==> config.mk <==
export PLATFORM = sky130hd
export DESIGN_NAME = pfs_port_function_select
export DESIGN_NICKNAME = d
export VERILOG_FILES = /design/src/pfs_end_marker_unused.sv /design/src/pfs_pkg.sv /design/src/pfs_pin_slot.sv /design/src/pfs_port_function_select.sv
export VERILOG_INCLUDE_DIRS = /design/src
export SDC_FILE = /design/constraint.sdc
export NUM_CORES = 1
export LEC_CHECK = 0
export BUFFER_PORTS_ARGS = -buffer_cell sky130_fd_sc_hd__buf_2
export CAP_MARGIN = 20
export CORE_ASPECT_RATIO = 0.75
export CORE_MARGIN = 4
export CORE_UTILIZATION = 44
export CTS_BUF_LIST = sky130_fd_sc_hd__clkbuf_8
export CTS_CLUSTER_DIAMETER = 80
export DETAILED_ROUTE_END_ITERATION = 6
export PLACE_DENSITY = 0.76
export SKIP_CTS_REPAIR_TIMING = 1
export SLEW_MARGIN = 20
export SYNTH_ARGS = -nofsm -noshare
export SYNTH_HDL_FRONTEND = slang
export SYNTH_SLANG_ARGS = --single-unit
==> constraint.sdc <==
create_clock -name clk_i -period 4.3 [get_ports clk_i]
set_input_delay 0.86 -clock clk_i [delete_from_list [all_inputs] [get_ports clk_i]]
set_output_delay 0.86 -clock clk_i [all_outputs]
set_load 0.05 [all_outputs]
==> src/pfs_map.svh <==
// Purpose: Register indices, field positions, reset values and mode codes for the port function select block.
// Assumes: Registers sit at word-aligned byte address four times their index.
// Notes: Definitions only.
`ifndef PFS_MAP_SVH
`define PFS_MAP_SVH

`define PFS_ADR_W          18
`define PFS_IDX_W          16
`define PFS_IDX_P1_DIR     16'hff44
`define PFS_IDX_P1_PUL     16'hff45
`define PFS_IDX_P1_DAT     16'hff46
`define PFS_IDX_P2_DIR     16'hff48
`define PFS_IDX_P2_PUL     16'hff49
`define PFS_IDX_P2_DAT     16'hff4a
`define PFS_IDX_LCD_SEL    16'hff61
`define PFS_IDX_SER_MODE   16'hff70

`define PFS_BIT_LCD_SEL    3
`define PFS_BIT_SER_EN     0
`define PFS_BIT_MODE_LO    1
`define PFS_BIT_MODE_HI    2

`define PFS_RST_LCD_SEL    1'h0
`define PFS_RST_SER_EN     1'h0
`define PFS_RST_MODE       2'h0
`define PFS_RST_DAT        4'h0
`define PFS_RST_DIR        4'h0
`define PFS_RST_PUL        4'hf

`define PFS_MODE_SYNC_MST  2'h0
`define PFS_MODE_SYNC_SLV  2'h1
`define PFS_MODE_ASYNC7    2'h2
`define PFS_MODE_ASYNC8    2'h3

`define PFS_CLAIM_SLAVE    4'hf
`define PFS_CLAIM_MASTER   4'h7
`define PFS_CLAIM_ASYNC    4'h3
`define PFS_CLAIM_NONE     4'h0
`define PFS_CLAIM_LCD      4'hc
`define PFS_LCD_SYNC_BIT   2
`define PFS_LCD_FRAME_BIT  3

`endif

==> src/pfs_end_marker_unused.sv <==
`timescale 1ns/10ps
`default_nettype none
`default_nettype wire

==> src/pfs_pkg.sv <==
// Purpose: Shared types of the port function select block.
// Assumes: Mode codes match the two-bit serial mode field.
// Notes: Constants live in pfs_map.svh.
`default_nettype none

package pfs_pkg;

  typedef enum logic [1:0] {
    PFS_SYNC_MASTER = 2'b00,
    PFS_SYNC_SLAVE  = 2'b01,
    PFS_ASYNC_7BIT  = 2'b10,
    PFS_ASYNC_8BIT  = 2'b11
  } pfs_serial_mode_t;

  typedef logic [3:0] pfs_nibble_t;

endpackage : pfs_pkg

`default_nettype wire

==> src/pfs_pin_slot.sv <==
// Purpose: One port pin that is handed either to its general-purpose port logic or to an alternate function.
// Assumes: All inputs synchronous to clk_i.
// Notes: Outputs are registered, so the pin follows its source one clock later.
`timescale 1ns/10ps
`default_nettype none

module pfs_pin_slot (
  input  wire logic clk_i,
  input  wire logic rst_i,
  input  wire logic claim_i,
  input  wire logic alt_out_i,
  input  wire logic alt_oe_i,
  input  wire logic alt_pu_i,
  input  wire logic gpio_out_i,
  input  wire logic gpio_oe_i,
  input  wire logic gpio_pu_i,
  output logic      pin_out_o,
  output logic      pin_oe_o,
  output logic      pin_pu_o
);

  // While claimed, gpio_out_i, gpio_oe_i and gpio_pu_i have no say in the pin at all.
  always_ff @(posedge clk_i) begin
    if (rst_i) begin
      pin_out_o <= 1'b0;
      pin_oe_o  <= 1'b0;
      pin_pu_o  <= 1'b0;
    end else if (claim_i) begin
      pin_out_o <= alt_out_i;
      pin_oe_o  <= alt_oe_i;
      pin_pu_o  <= alt_pu_i;
    end else begin
      pin_out_o <= gpio_out_i;
      pin_oe_o  <= gpio_oe_i;
      pin_pu_o  <= gpio_pu_i;
    end
  end

endmodule // pfs_pin_slot

`default_nettype wire

==> src/pfs_port_function_select.sv <==
// What this block does
// RQ1 - LCD select routes line sync, frame to pins.
// RQ2 - LCD signals appear on pins without sequencing.
// RQ3 - Claimed pins' data and direction bits are plain storage.
// RQ4 - LCD select resets to zero, reads back.
// RQ5 - Serial enable picks serial or port use.
// RQ6 - Mode 2 async 7-bit, 3 async 8-bit.
// RQ7 - Mode 0 sync master, 1 sync slave.
// RQ8 - Mode sets how many port-1 pins serial claims.
// RQ9 - Serial mode register top bit reads zero.
//
// Purpose: Pin function selection for port 1 (serial interface) and port 2 (LCD expansion signals).
// Assumes: Classic Wishbone slave, 32-bit data; register at byte address four times its index.
// Notes: Pin outputs are registered, so every pin follows its source one clock later.
`timescale 1ns/10ps
`default_nettype none
`include "pfs_map.svh"

module pfs_port_function_select #(
  parameter int DATA_W = 32
) (
  input  wire logic                     clk_i,
  input  wire logic                     rst_i,
  input  wire logic                     wb_cyc_i,
  input  wire logic                     wb_stb_i,
  input  wire logic                     wb_we_i,
  input  wire logic [`PFS_ADR_W-1:0]    wb_adr_i,
  input  wire logic [DATA_W/8-1:0]      wb_sel_i,
  input  wire logic [DATA_W-1:0]        wb_dat_i,
  output logic      [DATA_W-1:0]        wb_dat_o,
  output logic                          wb_ack_o,
  input  wire logic                     lcd_line_sync_i,
  input  wire logic                     lcd_frame_signal_i,
  input  wire pfs_pkg::pfs_nibble_t     sio_out_i,
  input  wire pfs_pkg::pfs_nibble_t     sio_oe_i,
  output pfs_pkg::pfs_nibble_t          sio_in_o,
  output logic                          serial_enable_o,
  output pfs_pkg::pfs_serial_mode_t     serial_mode_o,
  output logic                          lcd_expansion_select_o,
  input  wire pfs_pkg::pfs_nibble_t     p1_in_i,
  output pfs_pkg::pfs_nibble_t          p1_out_o,
  output pfs_pkg::pfs_nibble_t          p1_oe_o,
  output pfs_pkg::pfs_nibble_t          p1_pu_o,
  input  wire pfs_pkg::pfs_nibble_t     p2_in_i,
  output pfs_pkg::pfs_nibble_t          p2_out_o,
  output pfs_pkg::pfs_nibble_t          p2_oe_o,
  output pfs_pkg::pfs_nibble_t          p2_pu_o
);

  import pfs_pkg::*;

  logic             ack_q;
  logic [DATA_W-1:0] rdat_q;
  logic [DATA_W-1:0] rdat_d;
  logic             lcd_sel_q;
  logic             ser_en_q;
  pfs_serial_mode_t ser_mode_q;
  pfs_nibble_t      p1_dat_q;
  pfs_nibble_t      p1_dir_q;
  pfs_nibble_t      p1_pul_q;
  pfs_nibble_t      p2_dat_q;
  pfs_nibble_t      p2_dir_q;
  pfs_nibble_t      p2_pul_q;
  pfs_nibble_t      sio_in_q;
  pfs_nibble_t      p1_claim;
  pfs_nibble_t      p2_claim;
  pfs_nibble_t      p2_alt_out;
  pfs_nibble_t      p1_alt_pu;
  pfs_nibble_t      p1_gpio_pu;
  pfs_nibble_t      p2_gpio_pu;
  logic             req;
  logic             wr_lo;
  logic [`PFS_IDX_W-1:0] idx;

  // Pins handed to the serial interface for a given enable and mode.
  function automatic pfs_nibble_t pfs_serial_claim(input logic en, input pfs_serial_mode_t mode);
    pfs_nibble_t m;
    m = `PFS_CLAIM_NONE;
    if (en) begin
      case (mode)
        PFS_SYNC_SLAVE:  m = `PFS_CLAIM_SLAVE;   // [RQ7] [RQ8]
        PFS_SYNC_MASTER: m = `PFS_CLAIM_MASTER;  // [RQ7] [RQ8]
        PFS_ASYNC_7BIT:  m = `PFS_CLAIM_ASYNC;   // [RQ6] [RQ8]
        PFS_ASYNC_8BIT:  m = `PFS_CLAIM_ASYNC;   // [RQ6] [RQ8]
        default:         m = `PFS_CLAIM_NONE;
      endcase
    end
    return m;
  endfunction

  // A port data read shows the terminal level on free input pins and the stored value elsewhere.
  // Claimed pins return storage only, since the pin no longer belongs to the port.
  function automatic pfs_nibble_t pfs_port_read(input pfs_nibble_t dat, input pfs_nibble_t dir,
                                                input pfs_nibble_t claim, input pfs_nibble_t pin);
    pfs_nibble_t r;
    r = (dat & (dir | claim)) | (pin & ~(dir | claim));  // [RQ3]
    return r;
  endfunction

  assign req   = wb_cyc_i & wb_stb_i & ~ack_q;
  assign wr_lo = req & wb_we_i & wb_sel_i[0];
  assign idx   = wb_adr_i[`PFS_ADR_W-1:2];

  assign p1_claim = pfs_serial_claim(ser_en_q, ser_mode_q);  // [RQ5]
  assign p2_claim = lcd_sel_q ? `PFS_CLAIM_LCD : `PFS_CLAIM_NONE;  // [RQ1]

  // Serial input pins keep honouring their pull-up bits; serial outputs never pull up.
  assign p1_alt_pu  = p1_pul_q & ~sio_oe_i;
  assign p1_gpio_pu = p1_pul_q & ~p1_dir_q;
  assign p2_gpio_pu = p2_pul_q & ~p2_dir_q;

  always_comb begin
    p2_alt_out = `PFS_CLAIM_NONE;
    p2_alt_out[`PFS_LCD_SYNC_BIT]  = lcd_line_sync_i;     // [RQ1]
    p2_alt_out[`PFS_LCD_FRAME_BIT] = lcd_frame_signal_i;  // [RQ1]
  end

  // Bus handshake: one ack per request, dropped in the following cycle.
  always_ff @(posedge clk_i) begin
    if (rst_i) begin
      ack_q <= 1'b0;
    end else begin
      ack_q <= req;
    end
  end

  always_ff @(posedge clk_i) begin
    if (rst_i) begin
      rdat_q <= '0;
    end else if (req) begin
      rdat_q <= rdat_d;
    end
  end

  always_comb begin
    rdat_d = '0;
    case (idx)
      `PFS_IDX_LCD_SEL:  rdat_d[`PFS_BIT_LCD_SEL] = lcd_sel_q;  // [RQ4]
      `PFS_IDX_SER_MODE: begin
        rdat_d[`PFS_BIT_SER_EN]  = ser_en_q;       // [RQ5]
        rdat_d[`PFS_BIT_MODE_LO] = ser_mode_q[0];  // [RQ6]
        rdat_d[`PFS_BIT_MODE_HI] = ser_mode_q[1];  // [RQ6]
      end
      `PFS_IDX_P1_DAT:   rdat_d[3:0] = pfs_port_read(p1_dat_q, p1_dir_q, p1_claim, p1_in_i);
      `PFS_IDX_P1_DIR:   rdat_d[3:0] = p1_dir_q;  // [RQ3]
      `PFS_IDX_P1_PUL:   rdat_d[3:0] = p1_pul_q;
      `PFS_IDX_P2_DAT:   rdat_d[3:0] = pfs_port_read(p2_dat_q, p2_dir_q, p2_claim, p2_in_i);
      `PFS_IDX_P2_DIR:   rdat_d[3:0] = p2_dir_q;  // [RQ3]
      `PFS_IDX_P2_PUL:   rdat_d[3:0] = p2_pul_q;
      default:           rdat_d = '0;
    endcase
  end
  // Bit 3 of the serial mode word is left at zero above and has no storage.  [RQ9]

  always_ff @(posedge clk_i) begin
    if (rst_i) begin
      lcd_sel_q <= `PFS_RST_LCD_SEL;  // [RQ4]
    end else if (wr_lo && idx == `PFS_IDX_LCD_SEL) begin
      lcd_sel_q <= wb_dat_i[`PFS_BIT_LCD_SEL];  // [RQ4]
    end
  end

  always_ff @(posedge clk_i) begin
    if (rst_i) begin
      ser_en_q   <= `PFS_RST_SER_EN;  // [RQ5]
      ser_mode_q <= pfs_serial_mode_t'(`PFS_RST_MODE);  // [RQ6]
    end else if (wr_lo && idx == `PFS_IDX_SER_MODE) begin
      ser_en_q   <= wb_dat_i[`PFS_BIT_SER_EN];  // [RQ5]
      ser_mode_q <= pfs_serial_mode_t'({wb_dat_i[`PFS_BIT_MODE_HI], wb_dat_i[`PFS_BIT_MODE_LO]});  // [RQ6] [RQ7]
    end
  end

  // Port control storage stays writable whatever the pin function is.
  always_ff @(posedge clk_i) begin
    if (rst_i) begin
      p1_dat_q <= `PFS_RST_DAT;
      p1_dir_q <= `PFS_RST_DIR;
      p1_pul_q <= `PFS_RST_PUL;
    end else if (wr_lo) begin
      if (idx == `PFS_IDX_P1_DAT) begin
        p1_dat_q <= wb_dat_i[3:0];  // [RQ3]
      end
      if (idx == `PFS_IDX_P1_DIR) begin
        p1_dir_q <= wb_dat_i[3:0];  // [RQ3]
      end
      if (idx == `PFS_IDX_P1_PUL) begin
        p1_pul_q <= wb_dat_i[3:0];
      end
    end
  end

  always_ff @(posedge clk_i) begin
    if (rst_i) begin
      p2_dat_q <= `PFS_RST_DAT;
      p2_dir_q <= `PFS_RST_DIR;
      p2_pul_q <= `PFS_RST_PUL;
    end else if (wr_lo) begin
      if (idx == `PFS_IDX_P2_DAT) begin
        p2_dat_q <= wb_dat_i[3:0];  // [RQ3]
      end
      if (idx == `PFS_IDX_P2_DIR) begin
        p2_dir_q <= wb_dat_i[3:0];  // [RQ3]
      end
      if (idx == `PFS_IDX_P2_PUL) begin
        p2_pul_q <= wb_dat_i[3:0];
      end
    end
  end

  // Unclaimed serial pins feed zero to the serial interface so it never sees port traffic.
  always_ff @(posedge clk_i) begin
    if (rst_i) begin
      sio_in_q <= `PFS_CLAIM_NONE;
    end else begin
      sio_in_q <= p1_in_i & p1_claim;  // [RQ8]
    end
  end

  genvar g;
  generate
    for (g = 0; g < 4; g++) begin : g_pins
      pfs_pin_slot u_p1 (
        .clk_i      (clk_i),
        .rst_i      (rst_i),
        .claim_i    (p1_claim[g]),
        .alt_out_i  (sio_out_i[g]),
        .alt_oe_i   (sio_oe_i[g]),
        .alt_pu_i   (p1_alt_pu[g]),
        .gpio_out_i (p1_dat_q[g]),
        .gpio_oe_i  (p1_dir_q[g]),
        .gpio_pu_i  (p1_gpio_pu[g]),
        .pin_out_o  (p1_out_o[g]),
        .pin_oe_o   (p1_oe_o[g]),
        .pin_pu_o   (p1_pu_o[g])
      );
      // The LCD pins are switched on the edge after the select changes, with no extra sequencing.
      pfs_pin_slot u_p2 (
        .clk_i      (clk_i),
        .rst_i      (rst_i),
        .claim_i    (p2_claim[g]),  // [RQ2]
        .alt_out_i  (p2_alt_out[g]),
        .alt_oe_i   (1'b1),  // [RQ1]
        .alt_pu_i   (1'b0),
        .gpio_out_i (p2_dat_q[g]),
        .gpio_oe_i  (p2_dir_q[g]),
        .gpio_pu_i  (p2_gpio_pu[g]),
        .pin_out_o  (p2_out_o[g]),
        .pin_oe_o   (p2_oe_o[g]),
        .pin_pu_o   (p2_pu_o[g])
      );
    end
  endgenerate

  assign wb_ack_o               = ack_q;
  assign wb_dat_o               = rdat_q;
  assign sio_in_o               = sio_in_q;
  assign serial_enable_o        = ser_en_q;
  assign serial_mode_o          = ser_mode_q;
  assign lcd_expansion_select_o = lcd_sel_q;

endmodule // pfs_port_function_select

`default_nettype wire

Word-level counts from Yosys, hierarchy flattened
Index checks and enable logic that the tools add are counted.
- bits in registers: 61
- latch bits: 0
- memory bits (writable): 0
- bits in read-only memories: 0
- input port bits: 77
- output and inout port bits: 65
- logic and storage cells: 106
- memories: 0
- add/sub/neg operators: 0
- multipliers: 0
- div/mod/pow operators: 0
- order comparisons: 0
- eq/ne operators: 11
- shift-type cells: 0
- muxes and demuxes: 23
- bitwise gates (word level): 22
- reductions and logical operators: 14
- operators by type and width (cell ; count):
    $eq 16x16->1 const B ; 8
    $and 4x4->4 ; 8
    $pmux 3 s7 ; 1
    $not 4->4 ; 5
    $mux 1 ; 18
    $or 4x4->4 ; 4
    $pmux 4 s3 ; 1
    $reduce_and 2->1 ; 6
    $reduce_or 2->1 ; 5
    $mux 4 ; 2
    $pmux 1 s7 ; 1
    $and 1x1->1 ; 4
    $eq 2x2->1 const B ; 2
    $eq 2x1->1 const B ; 1
    $logic_and 1x1->1 ; 2
    $logic_not 2->1 ; 1
    $not 1->1 ; 1

Depth between registers and ports, before layout
- word-level depth: 9
- mapped depth: 7
- depth with buffers taken out: 5

Cells and area by module
A second synthesis with hierarchy kept.
- cell total of the unflattened synthesis: 343
- area total of the unflattened synthesis: 3070.4 sq um
- modules (own cells, without submodules) (module ; instances ; cells each ; area each (sq um) ; seq. area each (sq um)):
    pfs_port_function_select ; 1 ; 271 ; 2259.7 ; 740.7
    pfs_pin_slot ; 8 ; 9 ; 101.3 ; 60.1

Worst setup path after synthesis
Ideal clock, no wire load.
- kind: input-to-reg
- start point: in wb_adr_i[4]
- end point: reg p2_dir_q[3]
- setup time: 128 ps
- data arrival time: 2520 ps
- required time: 4172 ps
- slack: 1653 ps
- stages: 6
- buffers on the path: 1
- path through: or4b_1 or4_1 buf_6 nor4_4 mux2i_1 nor2_1
- longest elaborated chain between the ends: 2
- RTL lines (item ; line ; text):
    from (decl) ; pfs_port_function_select.sv:27 ; input wire logic [`PFS_ADR_W-1:0] wb_adr_i,
    $eq 16x16->1 ; -- ;
    $reduce_and 2->1 (no source line) ; -- ;
    to (signal assigned) ; pfs_port_function_select.sv:195 ; p2_dir_q <= `PFS_RST_DIR;
    to (signal assigned) ; pfs_port_function_select.sv:202 ; p2_dir_q <= wb_dat_i[3:0];
    to (decl) ; pfs_port_function_select.sv:62 ; pfs_nibble_t p2_dir_q;
No other way between the ends.
A chain may end at the register's enable or synchronous reset.

Worst setup path after layout
- start point: in wb_adr_i[9]
- end point: reg p1_dir_q[0]
- longest elaborated chain between the ends: 2
- RTL lines (item ; line ; text):
    $eq 16x16->1 ; -- ;
    $reduce_and 2->1 (no source line) ; -- ;
    to (signal assigned) ; pfs_port_function_select.sv:177 ; p1_dir_q <= `PFS_RST_DIR;
    to (signal assigned) ; pfs_port_function_select.sv:184 ; p1_dir_q <= wb_dat_i[3:0];
    to (decl) ; pfs_port_function_select.sv:59 ; pfs_nibble_t p1_dir_q;
No other way between the ends.

==> results.toml <==
[clocking]
cts_tree = "yes"
cts_buffer_depth = 2
clock_latency_ns = 0.34
clock_sinks = 61
cts_max_level = 3
cts_made_buffers = 9
cts_root_buffer = "clkbuf_8"
path_clk_slew_ns = 0.07

[critical_path]
rr_worst_depth = 5
critPathCaptureType = "flop"
r2r_setup_slack_ns = 2.14
crit_slowest_cell = "nor4b_1"
timing_worst_setup_path_type = "input port to flop"
max_stage_delay_ns = 0.94
cpMostUsedCell = "nand4b_1"
cp_cell_sequence = "buf_2, nand4b_1, nor4b_1, nand4b_1, mux2i_1, nor2_1"
crit_path_start_kind = "input port"
required_ns = 4.48
crit_fanout = 7
arrival_ns = 3.02

[placement]
dpl_worst_slack_ns = 1.18
post-place-cells = 454
hpwl_um = 5320
port_buffers = 80
gp_congestion = 0.905

[cells_and_area]
area_growth_pct = 11.1
final_util_pct = 52.0
instances_no_fill = 470
drive_gt1_share_pct = 26.2
fillerInstances = 622
insertedDiodeCount = 0
nNetsFinal = 461

[power]
switching_share_pct = 27.1
comb_power_share_pct = 12.1
leakage_nw = 1.51
p_seq_share_pct = 45.2
internal_power_mw = 0.923
power_frac_clock_pct = 42.7
switching_power_mw = 0.343
power.density_nw_per_um2 = 375
irDropWorstVdd_v = 0.000193

[timing]
hold_ws_ns = 0.485
setup_viol = 0
layout_min_cycle_time_ns = 2.83
period_share_pct = 65.9
relSlewSlack_pct = 29.1
slew_viol_final = 0
tightest_slew_ns = 1.05
tns_ns = 0
grt_setup_unrepaired = "no"
fin_skew_ns = 0.00886
setup_slack_ns = 1.47
clock.fmax_ghz = 0.353
hold_viol = 0

[global_routing]
grt_start_max_net_pins = 61
grt_pass1_vias = 2331
grt-ovfl-total = 0
grt_use_total_pct = 17.7
grt_pass1_wl_um = 11500
antenna_found_initial = 0

[routing]
drc_errors = 0
via_per_inst = 5.23
wire_per_inst_um = 15.7
detail-route-antenna-nets = 0
routed_wl_um = 7370
vias = 2456
firstDrtPassIters = 4
drtIter0Drc = 216

[floorplanning]
core_um2 = 6510
die_h_um = 80.0
die_w_um = 104
ios = 142
die-area_um2 = 8320
start_util_pct = 46.7
num_rows = 25

[synthesis]
synth_warnings = 0
synth.avg_cell_area_um2 = 9.08
synth-seq-area-share_pct = 40.1
synthCells = 335
ys_ff_latch = 61
syn-cell-area_um2 = 3040
ys_types = 43

[run]
drv_cap = 0

[worst_hold_path]
hold-path-cell-count = 1
hold_path.class = "flop to flop"

[outcome]
status = "completed"
## placed cells by master (no fill, tap or decap), types with 3 or more instances in the layout
cell      count
nand2b_1      4
nand2_1      19
nor2_1       40
nand4b_1      3
a211oi_1      5
inv_1         3
nand3b_1      9
conb_1       28
mux2i_1      31
clkinv_2      3
nand4_1       3
nor4_1        3
dfxtp_1      61
nor3_1        5
nand3_1       5
nor4b_1       4
nor2b_1      10
nor3b_1       8
buf_2        80
o21ai_0      12
and3b_1       6
a21oi_1      11
clkbuf_8      9
## power groups by stage
stage          clock, mW  combinational, mW  sequential, mW
2_1_floorplan          0              0.130           0.592
3_3_place_gp           0              0.149           0.585
3_5_place_dp           0              0.151           0.585
4_1_cts            0.553              0.151           0.573
5_1_grt            0.580              0.161           0.573
6_report           0.541              0.153           0.573
## routing by layer
metal,up-vias,part of all wire [%],track usage [%]
li1,1185,-,-
met1,1155,42,22.0
met2,102,47,27.6
met3,14,8.4,6.95
met4,0,1.9,7.04
met5,-,0,0
## critical path: cells and delay by family
kind,cells,cell delay (ns)
buffers and inverters,1,0.09
multiplexers,1,0.28
AND/OR/NAND/NOR,4,1.79
## cell usage after synthesis, drive strengths merged
cell type,instances,area [um^2]
clkbuf,13,48.8
nor2b,10,62.6
o21bai,1,7.51
a222oi,1,10.0
a2bb2oi,1,8.76
nor3b,8,60.1
or4b,2,20.0
o311a,1,10.0
nand4,3,18.8
a31oi,1,6.26
a211oi,5,37.5
and3b,6,52.6
o31ai,2,15.0
conb,1,3.75
nor2,40,150
a21oi,11,55.1
nand2,19,71.3
a22o,1,8.76
nor4b,4,35.0
nand3,5,25.0
or4,2,15.0
o21ai,12,60.1
o21a,1,7.51
dfxtp,61,1220
nand2b,4,25.0
mux2,2,22.5
or3b,2,17.5
a22oi,1,7.51
nor3,7,57.6
nand3b,9,67.6
buf,56,422
nand4b,3,26.3
and3,2,13.8
o221ai,1,8.76
nor4,4,40.0
a221oi,1,8.76
inv,1,3.75
mux2i,31,310
## through the flow
| stage | total power [mW] | cell area, um^2 |
|---|---|---|
| floorplan | 0.722 | 3140 |
| global placement | 0.734 | 3170 |
| detailed placement | 0.736 | 3170 |
| CTS | 1.28 | 3380 |
| global route | 1.31 | 3380 |
| finish | 1.27 | 3380 |
## final timing paths
path	start	end
worst max register to register	serial_enable_o$_SDFFE_PP0P_	wb_dat_o[3]$_SDFFE_PP0P_
worst min-delay path	p2_pul_q[0]$_SDFFE_PP1P_	g_pins[0].u_p2.pin_pu_o$_SDFF_PP0_
worst min register to register	p2_pul_q[0]$_SDFFE_PP1P_	g_pins[0].u_p2.pin_pu_o$_SDFF_PP0_
worst max-delay path	wb_adr_i[9]	p1_dir_q[0]$_SDFFE_PP0P_
## layout make-up
| class | instances | area, um^2 | share of cell area [%] |
|---|---|---|---|
| tap | 81 | 101 | 3.00 |
| timing repair buffer | 80 | 400 | 11.8 |
| inverter | 1 | 3.75 | 0.111 |
| clock inverter | 7 | 82.6 | 2.44 |
| clock buffer | 9 | 124 | 3.66 |
| sequential | 61 | 1220 | 36.1 |
| multi-input combinational | 231 | 1450 | 42.8 |
## logic make-up (layout without fill, tap and decap cells)
family | Yosys count | in the layout | synth area share [%]
muxes | 33 | 33 | 10.9
AOI/OAI and AO/OA | 40 | 40 | 8.27
buffers and inverters | 70 | 97 | 15.6
other | 1 | 28 | 0.123
and+or+nand+nor | 130 | 130 | 24.9
DFF | 61 | 61 | 40.1
Note: power is estimated with default switching activity, not from simulation.
